$ cat src/rtl/rank_pkg.sv
package rank_pkg;
  // word widths of the building blocks
  localparam int unsigned STAGES     = 3;
  localparam int unsigned UNITS      = 3;
  localparam int unsigned CNT_W      = STAGES * UNITS;
  // reset and extreme values of one counter unit
  localparam logic [STAGES-1:0] ZERO_WORD = 3'h0;
  localparam logic [STAGES-1:0] ONES_WORD = 3'h7;
  // clock phase encoding
  typedef enum logic [0:0] {
    PHASE_EVEN = 1'b0,
    PHASE_ODD  = 1'b1
  } phase_t;
endpackage
$ cat src/rtl/double_rank_counter_shifter.sv
// Function
// - single-rank register: one flip-flop per stage, storage only
// - clear forces every single-rank stage to zero
// - transfer sets stages whose source bit is one, others unchanged
// - shifter has two ranks; load copies upstream word into first rank
// - circular shift copies first rank rotated left into second rank
// - return transfer copies second rank back unshifted before next shift
// - second rank drives downstream word; controller takes it after shifts
// - three-stage counter counts upward in binary, 000 to 111
// - on advance, first-rank stage takes complement of second-rank bit
// - stage changes only if all lower second-rank stages hold one
// - advance alters only first rank; transfer copies count across
// - advance at 111 gives 000; transfer returns both ranks to 000
// - each unit outputs carry enable when it holds 111
// - higher unit advances only when all lower carry enables active
// - gated advance formed in clocked delay, sampled in odd phase
// - two-phase clock; each clocked circuit assigned odd or even phase (only the control delay here; other registers clock every edge)
// - control delay takes inputs one phase, outputs the opposite phase
module double_rank_counter_shifter
  import rank_pkg::*;
(
  input  wire logic                clock_i,
  input  wire logic                rst_n_i,
  input  wire logic [STAGES-1:0]   source_word_i,
  input  wire logic                clear_store_i,
  input  wire logic                transfer_store_i,
  input  wire logic [STAGES-1:0]   upstream_word_i,
  input  wire logic                load_shift_i,
  input  wire logic                rotate_shift_i,
  input  wire logic                return_shift_i,
  input  wire logic                advance_i,
  input  wire logic                rank_copy_i,
  output logic      [STAGES-1:0]   store_word_o,
  output logic      [STAGES-1:0]   shift_word_o,
  output logic      [CNT_W-1:0]    count_o,
  output logic      [UNITS-1:0]    carry_enable_o,
  output logic                     phase_odd_o
);

  logic   [STAGES-1:0] store;
  logic   [STAGES-1:0] shift_first;
  logic   [STAGES-1:0] shift_second;
  logic   [CNT_W-1:0]  cnt_first;
  logic   [CNT_W-1:0]  cnt_second;
  phase_t              phase;
  phase_t              next_phase;
  logic   [UNITS-1:0]  unit_ones;
  logic   [UNITS-1:0]  gated_advance;
  logic   [UNITS-1:0]  advance_held;

  // increment of one unit: each stage flips only when lower second-rank bits are ones
  function automatic logic [STAGES-1:0] unit_step(input logic [STAGES-1:0] second);
    logic [STAGES-1:0] result;
    logic              lower_ones;
    result     = second;
    lower_ones = 1'b1;
    for (int s = 0; s < STAGES; s++) begin
      if (lower_ones) begin
        result[s] = ~second[s];
      end
      lower_ones = lower_ones & second[s];
    end
    return result;
  endfunction

  // master clock phase alternates every edge
  // two-phase timing
  assign next_phase = (phase == PHASE_ODD) ? PHASE_EVEN : PHASE_ODD;

  always_ff @(posedge clock_i) begin
    if (!rst_n_i) begin
      phase <= PHASE_EVEN;
    end else begin
      phase <= next_phase;
    end
  end

  // single-rank register: clear wins over transfer since it prepares for a new word
  // storage only
  always_ff @(posedge clock_i) begin
    if (!rst_n_i) begin
      store <= ZERO_WORD;
    end else if (clear_store_i) begin
      store <= ZERO_WORD;
    end else if (transfer_store_i) begin
      store <= store | source_word_i;
    end
  end

  // shifting register, first rank
  always_ff @(posedge clock_i) begin
    if (!rst_n_i) begin
      shift_first <= ZERO_WORD;
    end else if (load_shift_i) begin
      shift_first <= upstream_word_i;
    end else if (return_shift_i) begin
      shift_first <= shift_second;
    end
  end

  // shifting register, second rank
  always_ff @(posedge clock_i) begin
    if (!rst_n_i) begin
      shift_second <= ZERO_WORD;
    end else if (rotate_shift_i) begin
      shift_second <= {shift_first[STAGES-2:0], shift_first[STAGES-1]};
    end
  end

  // all-ones detect per unit from the second rank, the settled count
  genvar u;
  generate
    for (u = 0; u < UNITS; u++) begin : g_unit
      assign unit_ones[u] = (cnt_second[u*STAGES +: STAGES] == ONES_WORD);

      if (u == 0) begin : g_low
        assign gated_advance[u] = advance_i;
      end else begin : g_high
        assign gated_advance[u] = advance_i & (&unit_ones[u-1:0]);
      end

      // control delay: inputs caught at the odd phase, shown in the even one.
      // the unit latches only on the odd phase so a gated advance lands once.
      // odd-phase sampling
      always_ff @(posedge clock_i) begin
        if (!rst_n_i) begin
          advance_held[u] <= 1'b0;
        end else if (phase == PHASE_ODD) begin
          advance_held[u] <= gated_advance[u];
        end else begin
          advance_held[u] <= 1'b0;
        end
      end

      // counter first rank; wraps 111 to 000 naturally
      always_ff @(posedge clock_i) begin
        if (!rst_n_i) begin
          cnt_first[u*STAGES +: STAGES] <= ZERO_WORD;
        end else if (advance_held[u]) begin
          cnt_first[u*STAGES +: STAGES] <= unit_step(cnt_second[u*STAGES +: STAGES]);
        end
      end
    end
  endgenerate

  // counter second rank copies whole count across
  // binary up count
  always_ff @(posedge clock_i) begin
    if (!rst_n_i) begin
      cnt_second <= '0;
    end else if (rank_copy_i) begin
      cnt_second <= cnt_first;
    end
  end

  // store output, one cycle behind the store itself;
  // the extra cycle keeps every top-level output straight off a flip-flop
  always_ff @(posedge clock_i) begin
    if (!rst_n_i) begin
      store_word_o <= ZERO_WORD;
    end else begin
      store_word_o <= store;
    end
  end

  // shifted word towards the downstream register;
  // the controller must wait for its last shift before taking it
  // second rank downstream
  always_ff @(posedge clock_i) begin
    if (!rst_n_i) begin
      shift_word_o <= ZERO_WORD;
    end else begin
      shift_word_o <= shift_second;
    end
  end

  // count output shows the settled second rank only,
  // so a half-finished advance is never visible
  always_ff @(posedge clock_i) begin
    if (!rst_n_i) begin
      count_o <= '0;
    end else begin
      count_o <= cnt_second;
    end
  end

  // carry enables follow the same rank as the count output,
  // so both always agree in the same cycle
  always_ff @(posedge clock_i) begin
    if (!rst_n_i) begin
      carry_enable_o <= '0;
    end else begin
      carry_enable_o <= unit_ones;
    end
  end

  // phase flag tracks the internal phase register edge for edge;
  // the controller uses it to place advances in the odd phase
  always_ff @(posedge clock_i) begin
    if (!rst_n_i) begin
      phase_odd_o <= 1'b0;
    end else begin
      phase_odd_o <= (next_phase == PHASE_ODD);
    end
  end

endmodule

$ cat config.mk
export PLATFORM = sky130hd
export DESIGN_NAME = double_rank_counter_shifter
export DESIGN_NICKNAME = d
export VERILOG_FILES = /design/src/rtl/rank_pkg.sv /design/src/rtl/double_rank_counter_shifter.sv
export SDC_FILE = /design/constraint.sdc
export NUM_CORES = 1
export LEC_CHECK = 0
export ABC_AREA = 1
export BUFFER_PORTS_ARGS = -buffer_cell sky130_fd_sc_hd__buf_2
export CORE_MARGIN = 4
export CORE_UTILIZATION = 45
export DETAILED_ROUTE_END_ITERATION = 7
export GPL_TIMING_DRIVEN = 0
export PLACE_DENSITY_LB_ADDON = 0.15
export SLEW_MARGIN = 10
export SYNTH_ARGS = -nofsm -noshare
export SYNTH_HDL_FRONTEND = slang
export SYNTH_SLANG_ARGS = --single-unit
$ cat constraint.sdc
create_clock -name clock_i -period 1.21 [get_ports clock_i]
set_input_delay 0.3025 -clock clock_i [delete_from_list [all_inputs] [get_ports clock_i]]
set_output_delay 0.3025 -clock clock_i [all_outputs]
set_load 0.01 [all_outputs]
Word-level counts from Yosys, hierarchy flattened
Cells that the tools add are included.

storage, ports and cells
  bits in latches = 0
  RAM bits = 0
  memories = 0
  output and inout bits = 19
  bits in registers = 49
  bits of input ports = 15
  word-level logic and storage cells = 47
  memory bits (read-only) = 0

cells by class
  reduce and logical (&&, ||, !) cells = 4
  mux-type cells = 9
  bitwise gates (word level) = 16
  divide/modulo/power cells = 0
  equal/unequal tests = 3
  add/subtract/negate cells = 0
  shift operators = 0
  $lt $le $gt $ge = 0
  $mul = 0

operator list
  cell                count
  $not 1->1           10
  $eq 3x3->1 const B  3
  $mux 1              7
  $mux 3              2
  $and 1x1->1         5
  $reduce_and 2->1    2
  $or 3x3->3          1
  $reduce_bool 2->1   1
  $reduce_or 2->1     1

Depth between registers and ports, before layout
Gate-level depths: netlist of the first run.

  depth after elaboration = 3
  mapped depth = 5

Worst setup path after synthesis of the first run
OpenSTA, ideal clock, no wires.

  kind = flip-flop to flip-flop
  start point = register cnt_second[0]
  end point = register cnt_first[2]
  setup slack = 0.203 ns
  required time = 1.094 ns
  arrival = 0.891 ns
  stages on the path, launching flop included = 5
  clock period less this slack = 1.007 ns
  path through = dfxtp_1 ha_1 ha_1 nor2_1 nor2_1

on the way
  longest elaborated chain between the ends = 2

ends and longest elaborated chain
  what                             RTL line                            source
  from (decl)                      double_rank_counter_shifter.sv:44   logic [CNT_W-1:0] cnt_second;
  from (signal assigned)           double_rank_counter_shifter.sv:152  cnt_second <= cnt_first;
  $and 1x1->1                      double_rank_counter_shifter.sv:61   lower_ones = lower_ones & second[s];
  $mux 1                           double_rank_counter_shifter.sv:58   if (lower_ones) begin
  to (signal, indexed assignment)  double_rank_counter_shifter.sv:140  cnt_first[u*STAGES +: STAGES] <= unit_step(cnt_second[u*STAGES +: STAGES]);
  to (decl)                        double_rank_counter_shifter.sv:43   logic [CNT_W-1:0] cnt_first;

Every way passes these cells.
A chain may end at the register's enable or synchronous reset.

Worst setup path after layout of the first run
  start point = register phase_odd_o
  end point = output port phase_odd_o

RTL lines
  what                    RTL line                            source
  from (decl)             double_rank_counter_shifter.sv:37   output logic phase_odd_o
  from (signal assigned)  double_rank_counter_shifter.sv:203  phase_odd_o <= (next_phase == PHASE_ODD);

No word-level cell between the ends.

==> results of run 1 <==
==> state kept, by name (all words and copies together), names as in the netlist <==
signal and count:
advance_held 3, carry_enable_o 3, cnt_first 9, cnt_second 9, count_o 9, phase_odd_o 1
shift_first 3, shift_second 3, shift_word_o 3, store 3, store_word_o 3
==> layer usage <==
layer / vias up / global-route usage, %
met2: 35 / 23.1
li1: 677 / -
met5: - / 0
met1: 552 / 18.5
met3: 5 / 6.32
met4: 0 / 5.96
==> cell type report <==
cell class / count / share of cell area, %
multi-input combinational: 112 / 27.1
timing repair buffer: 31 / 7.91
tap: 46 / 2.94
clock inverter: 3 / 1.28
inverter: 28 / 5.36
sequential: 49 / 50.0
clock buffer: 5 / 3.51
buffer: 6 / 1.91
==> how the worst max path moves through the flow <==
stage / start / endpoint / slack (ns)
after floorplan: cnt_second[0] / cnt_first[2] / 0.20
after global placement: rank_copy_i / cnt_second[1] / 0.13
after detailed placement: rank_copy_i / cnt_second[5] / 0.13
after CTS: phase_odd_o / phase_odd_o / 0.1
after global routing: cnt_second[0] / advance_held[2] / 0.01
final: phase_odd_o / phase_odd_o / 0.1
==> synthesized netlist by cell type <==
| library cell | n | area share (%) |
|---|---|---|
| buf_4 | 3 | 1.4 |
| nand3_1 | 6 | 1.8 |
| o21ai_0 | 21 | 6.4 |
| dfxtp_1 | 49 | 59 |
| nor2_2 | 3 | 1.1 |
| inv_2 | 1 | 0.23 |
| nand2_1 | 28 | 6.4 |
| inv_1 | 26 | 5.9 |
| nor3b_1 | 1 | 0.45 |
| or2_4 | 1 | 0.53 |
| clkinv_1 | 1 | 0.23 |
| nor2_1 | 40 | 9.1 |
| buf_2 | 3 | 0.91 |
| a21oi_1 | 6 | 1.8 |
| ha_1 | 6 | 4.5 |
==> power groups by stage <==
stage / combinational (mW) / sequential [mW] / clock [mW]
final: 0.185 / 1.70 / 0.982
after global routing: 0.220 / 1.70 / 1.09
after CTS: 0.188 / 1.70 / 1.01
after detailed placement: 0.187 / 1.73 / 0
after global placement: 0.186 / 1.73 / 0
after floorplan: 0.108 / 1.74 / 0
==> cell families (layout without fill, tap and decap cells) <==
logic type / count (synthesis) / after routing / synth area share, %
simple gates: 79 / 79 / 19.4
buf+inv: 34 / 73 / 8.62
fa+ha+maj: 6 / 6 / 4.54
compound gates: 27 / 27 / 8.17
flops: 49 / 49 / 59.3
==> metrics by stage <==
step / power (mW) / area, um2 / worst slack [ns]
6_report: 2.86 / 1960 / 0.0979
5_1_grt: 3.02 / 1960 / 0.0116
4_1_cts: 2.90 / 1960 / 0.0970
3_5_place_dp: 1.92 / 1870 / 0.128
3_3_place_gp: 1.92 / 1870 / 0.131
2_1_floorplan: 1.85 / 1650 / 0.203
==> impl_results.md, run 1 <==
* Register area at 981 um2
* Max Cap Viol at 0
* Clock Latency Late Sink at 0.30 ns
* Hold Violations, Final at 0
* P&R area growth vs syn at 18.5%
* Initial DRC count at 45
* Post-DP HPWL at 2120 um
* Clock root buffer: clkbuf_8
* Hold Crit Start: source_word_i[1]
* RSZ-0062 raised after global routing: no
* Max Fclk at 0.899 GHz
* Finish-stage setup viols at 0
* Routed Antenna Nets at 0
* Max layer used: met4
* Worst Hold End: store[1]
* Comb pwr share at 6.5%
* Hold Path Class: in2reg
* WHS Path Cells at 3
* DP Cell Count at 272
* Pleak at 1.09 nW
* Post-CTS Hold Fix Bufs at 0
* Core area at 3440 um2
* Flop pwr share at 59.2%
* Total congestion overflow at 0
* Largest stage delay, worst path at 0.37 ns
* Starting Density at 48.1%
* DRC Markers at 0
* Met2 Wirelength at 1170 um
* Startpoint Class: register
* DRT Wirelength at 2950 um
* H-Tree Depth at 2
* Cells after synthesis at 195
* Skew final at 0.00528 ns
* Via Count at 1269
* Placer Congestion at 0.757
* Crit Path Class: reg2out
* Vias in the first global route at 1178
* Initial antenna violation count at 0
* Slew Limit Fails at 0
* Area of the multi-input gates at 531 um2
* CTS tree: yes
* Syn Std Cell Area at 1650 um2
* Resized cells post-CTS at 0
* Critical-path cell list: buf_2
* Peak VDD IR at 943 uV
* RR Startpoint: cnt_second[6]
* Setup Buffers After CTS at 0
* Clock group share of total power at 34.3%
* Layout Cells excl Fill at 280
* Worst slew pin tran at 0.261 ns
* Syn nets at 216
* M1 wire length at 1500 um
* Sequential-to-total area share from yosys stat at 59.3%
* Die W at 68.6 um
* CP Data Required Time at 0.91 ns
* Psw at 0.700 mW
* Period minus WS final at 1.11 ns
* Crit. path cell count at 1
* Post-layout nets at 254
* CTS clk-pin slew, worst paths at 0.09 ns
* Worst setup EP type: primary output
* DIE HEIGHT at 68.6 um
* Layout cells sized above 1 at 21.4%
* I/O pins at 34
* Setup_tns at 0 ns
* Drt first pass iters at 4
* Routed length per instance at 10.5 um
* Commonest non-fill, non-tap cell in the layout: dfxtp_1
* Die ar. at 4710 um2
* Clk buf depth at 2
* Commonest cells after routing, fill and taps aside: dfxtp_1, nor2_1, buf_2
* Critical Path Fanout Max at 3
* R2R cell count at 4
* Via/cell ratio at 4.53
* Slowest-stage cell, CP: dfxtp_1
* Worst Path Buf+Inv at 1
* Slew margin rel. at 82.5%
* Gr usage total at 15.0%
* CP arrival at 0.81 ns
* # port buffers at 31
* P_int at 2.16 mW
* Synth Area per Inst at 8.48 um2
* Final hold slack at 0.250 ns
* Switching Share at 24.4%
* Std-Cell Rows at 21
* Power Density at 1460 nW/um2
* Post-layout util at 57.0%
* Yosys reg bits at 49
* FF-to-FF setup slack at 0.12 ns
* Reg2reg end: cnt_first[8]
* Global-route wire length before repair at 5060 um
* Clk sinks at 49
* Syn. warnings at 0
* Final worst-path cycle share at 91.9%
* Num CTS Buffers at 5
* Unique cell type count in the Yosys netlist at 15
* Antenna Cells at 0
* Metal3 WL at 229 um
* Fillcell total at 322
* Largest net degree at the start of global routing at 18
* Top delay family on crit path: flip-flops
* Status: finished, final reports clean
Note: power is estimated with default switching activity, not from simulation.
==> inputs of run 2 (changes only) <==
--- a/config.mk
+++ b/config.mk
@@ -12,7 +12,7 @@
 export DETAILED_ROUTE_END_ITERATION = 7
 export GPL_TIMING_DRIVEN = 0
 export PLACE_DENSITY_LB_ADDON = 0.15
-export SLEW_MARGIN = 10
+export RECOVER_POWER = 100
 export SYNTH_ARGS = -nofsm -noshare
 export SYNTH_HDL_FRONTEND = slang
 export SYNTH_SLANG_ARGS = --single-unit
==> constraint.sdc (replaced) <==
create_clock -name clock_i -period 1.11 [get_ports clock_i]
set_input_delay 0.2775 -clock clock_i [delete_from_list [all_inputs] [get_ports clock_i]]
set_output_delay 0.2775 -clock clock_i [all_outputs]
set_load 0.01 [all_outputs]
==> run 2 against run 1 <==
Routed wire length grew 2.7%; sequential share of layout area up 0.22 points; utilization about the same; non-clock buffer count increased by 2; first-iteration DRC count is 4.4% higher; flip-flop and latch count is the same; global-route usage stayed put; die area unchanged; final area is essentially flat; clock power rose by 9%; hold slack worse by 0.026 ns; critical endpoint is now cnt_first[2]; largest cell class unchanged.
==> impl_results.md, run 2 (synthesized netlist as in run 1, its figures left out) <==
* Final worst-path cycle share at 95.4%
* Startpoint Class: register
* Post-DP HPWL at 2120 um (unchanged)
* Initial DRC count at 47 (+4.4%)
* Area of the multi-input gates at 541 um2 (+1.9%)
* Clock Latency Late Sink at 0.30 ns (about the same)
* Finish-stage setup viols at 0 (unchanged)
* Routed length per instance at 10.7 um (+2.0%)
* Placer Congestion at 0.757 (unchanged)
* Crit Path Class: reg2reg
* Drt first pass iters at 4 (unchanged)
* Post-layout nets at 256 (+0.79%)
* Hold Crit Start: source_word_i[1]
* WHS Path Cells at 3 (unchanged)
* Clock group share of total power at 34.4% (about the same)
* Num CTS Buffers at 5 (unchanged)
* Global-route wire length before repair at 5060 um (unchanged)
* Starting Density at 48.1% (unchanged)
* Layout Cells excl Fill at 282 (+0.71%)
* Largest stage delay, worst path at 0.34 ns (-0.03 ns)
* DP Cell Count at 272 (unchanged)
* FF-to-FF setup slack at 0.05 ns (-0.07 ns)
* Skew final at 0.00623 ns (+0.000951 ns)
* Clk sinks at 49 (unchanged)
* Slew Limit Fails at 0 (unchanged)
* Flop pwr share at 59.3% (about the same)
* Final hold slack at 0.224 ns (-0.0258 ns)
* CTS tree: yes
* I/O pins at 34 (unchanged)
* Layout cells sized above 1 at 16.5% (-4.8 points)
* Initial antenna violation count at 0 (unchanged)
* Commonest cells after routing, fill and taps aside: dfxtp_1, nor2_1, nand2_1
* Max Cap Viol at 0 (unchanged)
* Total congestion overflow at 0 (unchanged)
* Period minus WS final at 1.06 ns
* Commonest non-fill, non-tap cell in the layout: dfxtp_1
* R2R cell count at 4 (unchanged)
* Slowest-stage cell, CP: dfxtp_2
* Via Count at 1272 (+0.24%)
* Register area at 986 um2 (+0.51%)
* Die ar. at 4710 um2 (unchanged)
* Switching Share at 24.6% (+0.13 points)
* Comb pwr share at 6.3% (-0.2 points)
* Largest net degree at the start of global routing at 18 (unchanged)
* Clock root buffer: clkbuf_8
* Critical Path Fanout Max at 4 (+1)
* CP arrival at 1.26 ns (+0.45 ns)
* # port buffers at 31 (unchanged)
* P&R area growth vs syn at 18.6% (about the same)
* Worst Hold End: store[1]
* DRC Markers at 0 (unchanged)
* Worst slew pin tran at 0.524 ns (+0.263 ns)
* P_int at 2.36 mW (+8.8%)
* DRT Wirelength at 3020 um (+2.7%)
* Biggest regs: cnt_first (9), cnt_second (9), count_o (9)
* CP Data Required Time at 1.31 ns (+0.40 ns)
* Core area at 3440 um2 (unchanged)
* Pleak at 1.01 nW (-6.9%)
* CTS clk-pin slew, worst paths at 0.09 ns (about the same)
* DIE HEIGHT at 68.6 um (unchanged)
* Slew margin rel. at 65.1% (-17 points)
* Hold Violations, Final at 0 (unchanged)
* Post-CTS Hold Fix Bufs at 0 (unchanged)
* Reg2reg end: cnt_first[2]
* RR Startpoint: cnt_second[0]
* Worst setup EP type: register
* Gr usage total at 15.0% (unchanged)
* Power Density at 1590 nW/um2 (+8.9%)
* Routed Antenna Nets at 0 (unchanged)
* Peak VDD IR at 1030 uV (+9.2%)
* Std-Cell Rows at 21 (unchanged)
* Antenna Cells at 0 (unchanged)
* Critical-path cell list: ha_1 -> ha_1 -> nor2_1 -> nor2_1
* Status: finished, final reports clean
* Max Fclk at 0.944 GHz
* Setup_tns at 0 ns (unchanged)
* H-Tree Depth at 2 (unchanged)
* Die W at 68.6 um (unchanged)
* Via/cell ratio at 4.51 (-0.47%)
* Clk buf depth at 2 (unchanged)
* Psw at 0.767 mW (+9.6%)
* Vias in the first global route at 1178 (unchanged)
* Fillcell total at 329 (+2.2%)
* Hold Path Class: in2reg
* RSZ-0062 raised after global routing: no
run 2: worst max-delay path, delay by kind of cell (launching register included):
kind	cells	cell delay, ns
DFF	1	0.34
adders and majority gates	2	0.46
and+or+nand+nor	2	0.16
run 2: per-stage QoR:
stage / power (mW) / setup WS [ns] / cell area (um2) / utilization [%]
2_1_floorplan: 2.01 / 0.103 / 1650 / -
3_3_place_gp: 2.09 / 0.0556 / 1870 / 54.2
3_5_place_dp: 2.10 / 0.0413 / 1870 / 54.2
4_1_cts: 3.16 / 0.0171 / 1960 / 57.0
5_1_grt: 3.29 / 0.00616 / 1960 / 57.0
6_report: 3.12 / 0.0509 / 1960 / 57.0
run 2: area by class of cell:
type / instances / share of cell area [%]
timing repair buffer: 33 / 7.78
buffer: 6 / 1.34
clock inverter: 3 / 1.28
sequential: 49 / 50.3
clock buffer: 5 / 3.51
tap: 46 / 2.93
multi-input combinational: 112 / 27.6
inverter: 28 / 5.36
run 2: worst max path at each step:
stage	startpoint	to	slack [ns]
3_3_place_gp	cnt_second[6]	cnt_first[8]	0.06
3_5_place_dp	cnt_second[6]	cnt_first[8]	0.04
6_report	cnt_second[0]	cnt_first[2]	0.05
5_1_grt	cnt_second[0]	cnt_first[2]	0.006
2_1_floorplan	cnt_second[0]	cnt_first[2]	0.10
4_1_cts	cnt_second[6]	cnt_first[8]	0.02
run 2: layer usage:
layer  vias up  track usage [%]  share of wire [%]
li1        680                -                  -
met1       554             18.5                 50
met2        34             23.1                 40
met3         4             6.32                7.9
met4         0             5.96                1.2
met5         -                0                  0
run 2: power by group through the flow:
stage / Combinational, mW / Clock [mW] / Sequential (mW)
2_1_floorplan: 0.118 / 0 / 1.89
3_3_place_gp: 0.202 / 0 / 1.89
3_5_place_dp: 0.204 / 0 / 1.89
4_1_cts: 0.205 / 1.10 / 1.85
5_1_grt: 0.236 / 1.19 / 1.86
6_report: 0.197 / 1.07 / 1.85
run 2: what timing repair did:
action                                  4_1_cts  5_1_grt
setup buffers                                 0        2
endpoints found under the hold margin         0        0
gates resized for setup                       0       10
endpoints found under the setup margin        0        5
==> inputs of run 3 (changes only) <==
--- a/config.mk
+++ b/config.mk
@@ -13,6 +13,8 @@
 export GPL_TIMING_DRIVEN = 0
 export PLACE_DENSITY_LB_ADDON = 0.15
 export RECOVER_POWER = 100
+export REMOVE_ABC_BUFFERS = 1
+export SLEW_MARGIN = 40
 export SYNTH_ARGS = -nofsm -noshare
 export SYNTH_HDL_FRONTEND = slang
 export SYNTH_SLANG_ARGS = --single-unit
==> run 3 against run 2 <==
Critical path depth fell by 3; hold slack improved by 0.013 ns; final area fell by 0.96%; clock-buffer cell count rose by 2; total power rose by 6.3%; via count fell by 4.5%; clock power rose by 21%; clock skew fell by 0.00093 ns; highest routed layer unchanged.
==> impl_results.md, run 3 (synthesized netlist as in run 1, its figures left out) <==
* Status: finished, final reports clean
* Period minus WS final at 1.06 ns (-0.000738 ns)
* Critical Path Fanout Max at 3 (-1)
* Layout cells sized above 1 at 13.0% (-3.5 points)
* CTS clk-pin slew, worst paths at 0.08 ns (about the same)
* Crit Path Class: reg2out
* DRT Wirelength at 2700 um (-11%)
* Slowest-stage cell, CP: dfxtp_1
* Routed length per instance at 9.79 um (-8.7%)
* Crit. path cell count at 1 (-3)
* Top delay family on crit path: flip-flops
* Global-route wire length before repair at 4770 um (-5.9%)
* Via Count at 1215 (-4.5%)
* Post-CTS Hold Fix Bufs at 0 (unchanged)
* Routed Antenna Nets at 0 (unchanged)
* Gr usage total at 13.8% (-1.3 points)
* Max Fclk at 0.945 GHz (about the same)
* Critical-path cell list: buf_2
* Vias in the first global route at 1098 (-6.8%)
* Commonest cells after routing, fill and taps aside: dfxtp_1, nor2_1, nand2_1
* Initial antenna violation count at 0 (unchanged)
* Clock root buffer: clkbuf_8
* P&R area growth vs syn at 17.5%
* Num CTS Buffers at 5 (unchanged)
* DRC Markers at 0 (unchanged)
* RSZ-0062 raised after global routing: no
* Final instance area at 1940 um2 (-0.96%)
* Layout Cells excl Fill at 276 (-2.1%)
* Slew Limit Fails at 0 (unchanged)
* Power Density at 1710 nW/um2 (+7.3%)
* Placer Congestion at 0.777 (+2.6%)
* Clock Latency Late Sink at 0.29 ns (about the same)
* DP Cell Count at 268 (-1.5%)
* Largest stage delay, worst path at 0.35 ns (about the same)
* Worst slew pin tran at 0.413 ns (-0.111 ns)
* Drt first pass iters at 3 (-1)
* Via/cell ratio at 4.40 (-2.4%)
* Hold Path Class: in2reg
* Fillcell total at 347 (+5.5%)
* Final worst-path cycle share at 95.4% (about the same)
* R2R cell count at 4 (unchanged)
* Max Cap Viol at 0 (unchanged)
* CP arrival at 0.78 ns (-0.48 ns)
* Pleak at 1.01 nW (-0.36%)
* Die W at 68.6 um (unchanged)
* Starting Density at 48.1% (unchanged)
* Worst setup EP type: primary output
* Initial DRC count at 93 (+98%)
* Biggest regs: cnt_first (9), cnt_second (9), count_o (9)
* Peak VDD IR at 1030 uV (+0.43%)
* Final hold slack at 0.237 ns (+0.0127 ns)
* DIE HEIGHT at 68.6 um (unchanged)
* H-Tree Depth at 2 (unchanged)
* Post-DP HPWL at 1810 um (-15%)
* # port buffers at 33 (+6.5%)
* Startpoint Class: register
* Post-layout nets at 250 (-2.3%)
* Hold Violations, Final at 0 (unchanged)
* Die ar. at 4710 um2 (unchanged)
* CTS tree: yes
* Worst Path Buf+Inv at 1 (+1)
* Commonest non-fill, non-tap cell in the layout: dfxtp_1
* Finish-stage setup viols at 0 (unchanged)
* Std-Cell Rows at 21 (unchanged)
* Placed cell area at 1840 um2 (-1.5%)
* Slew margin rel. at 72.5% (+7.4 points)
* Clk sinks at 49 (unchanged)
* Core area at 3440 um2 (unchanged)
* Largest net degree at the start of global routing at 44 (+26)
* WHS Path Cells at 3 (unchanged)
* CP Data Required Time at 0.83 ns (-0.48 ns)
* Antenna Cells at 0 (unchanged)
* Total congestion overflow at 0 (unchanged)
* I/O pins at 34 (unchanged)
* Clk buf depth at 2 (unchanged)
* Skew final at 0.00530 ns (-0.000934 ns)
[run 3: final timing paths]
path / startpoint / to / slack, ns
worst max-delay path: phase_odd_o / phase_odd_o / 0.05
worst min-delay path: source_word_i[2] / store[2] / 0.24
worst max register to register: cnt_second[3] / cnt_first[5] / 0.05
worst min register to register: store[0] / store_word_o[0] / 0.43
[run 3: worst register-to-register path, cell delays in order, from the launching register on]
cell,delay (ns)
dfxtp_2,0.34
ha_1,0.20
ha_1,0.27
nor2_1,0.11
nor2_1,0.05
[run 3: power breakdown]
part | switching [mW] | leakage, nW | internal, mW
clock | 0.553 | 0.0585 | 0.734
combinational | 0.111 | 0.549 | 0.0698
sequential | 0.0333 | 0.401 | 1.82
total | 0.697 | 1.01 | 2.62
[run 3: cell type report]
type	instances	area (um2)	area share (%)
flip-flops and latches	49	985	50.7
multi-input cells	112	533	27.4
repair buffers	33	146	7.53
inverters	28	105	5.41
clock buffers	7	86.3	4.44
well taps	46	57.6	2.96
clock inverters	1	30.0	1.55
[run 3: metrics by stage]
stage	util [%]	power, mW	TNS, ns	setup slack (ns)
global route	56.5	3.48	0	0.00935
CTS	56.8	3.36	0	0.0281
detailed placement	53.4	2.08	-2.77	-0.215
global placement	53.4	2.08	-2.49	-0.227
finish	56.5	3.32	0	0.0516
floorplan	-	1.99	0	0.103
[run 3: layer usage]
layer	part of all wire, %	wire (um)	up-vias	track usage [%]
li1	-	-	662	-
met1	49	1330	523	16.6
met2	42	1140	25	21.9
met3	6.8	183	5	5.51
met4	1.7	47	0	5.21
met5	0	0	-	0
[run 3: what timing repair did]
action | 4_1_cts | 5_1_grt
setup endpoints to repair | 0 | 5
gates resized for setup | 0 | 5
buffers inserted | 0 | 0
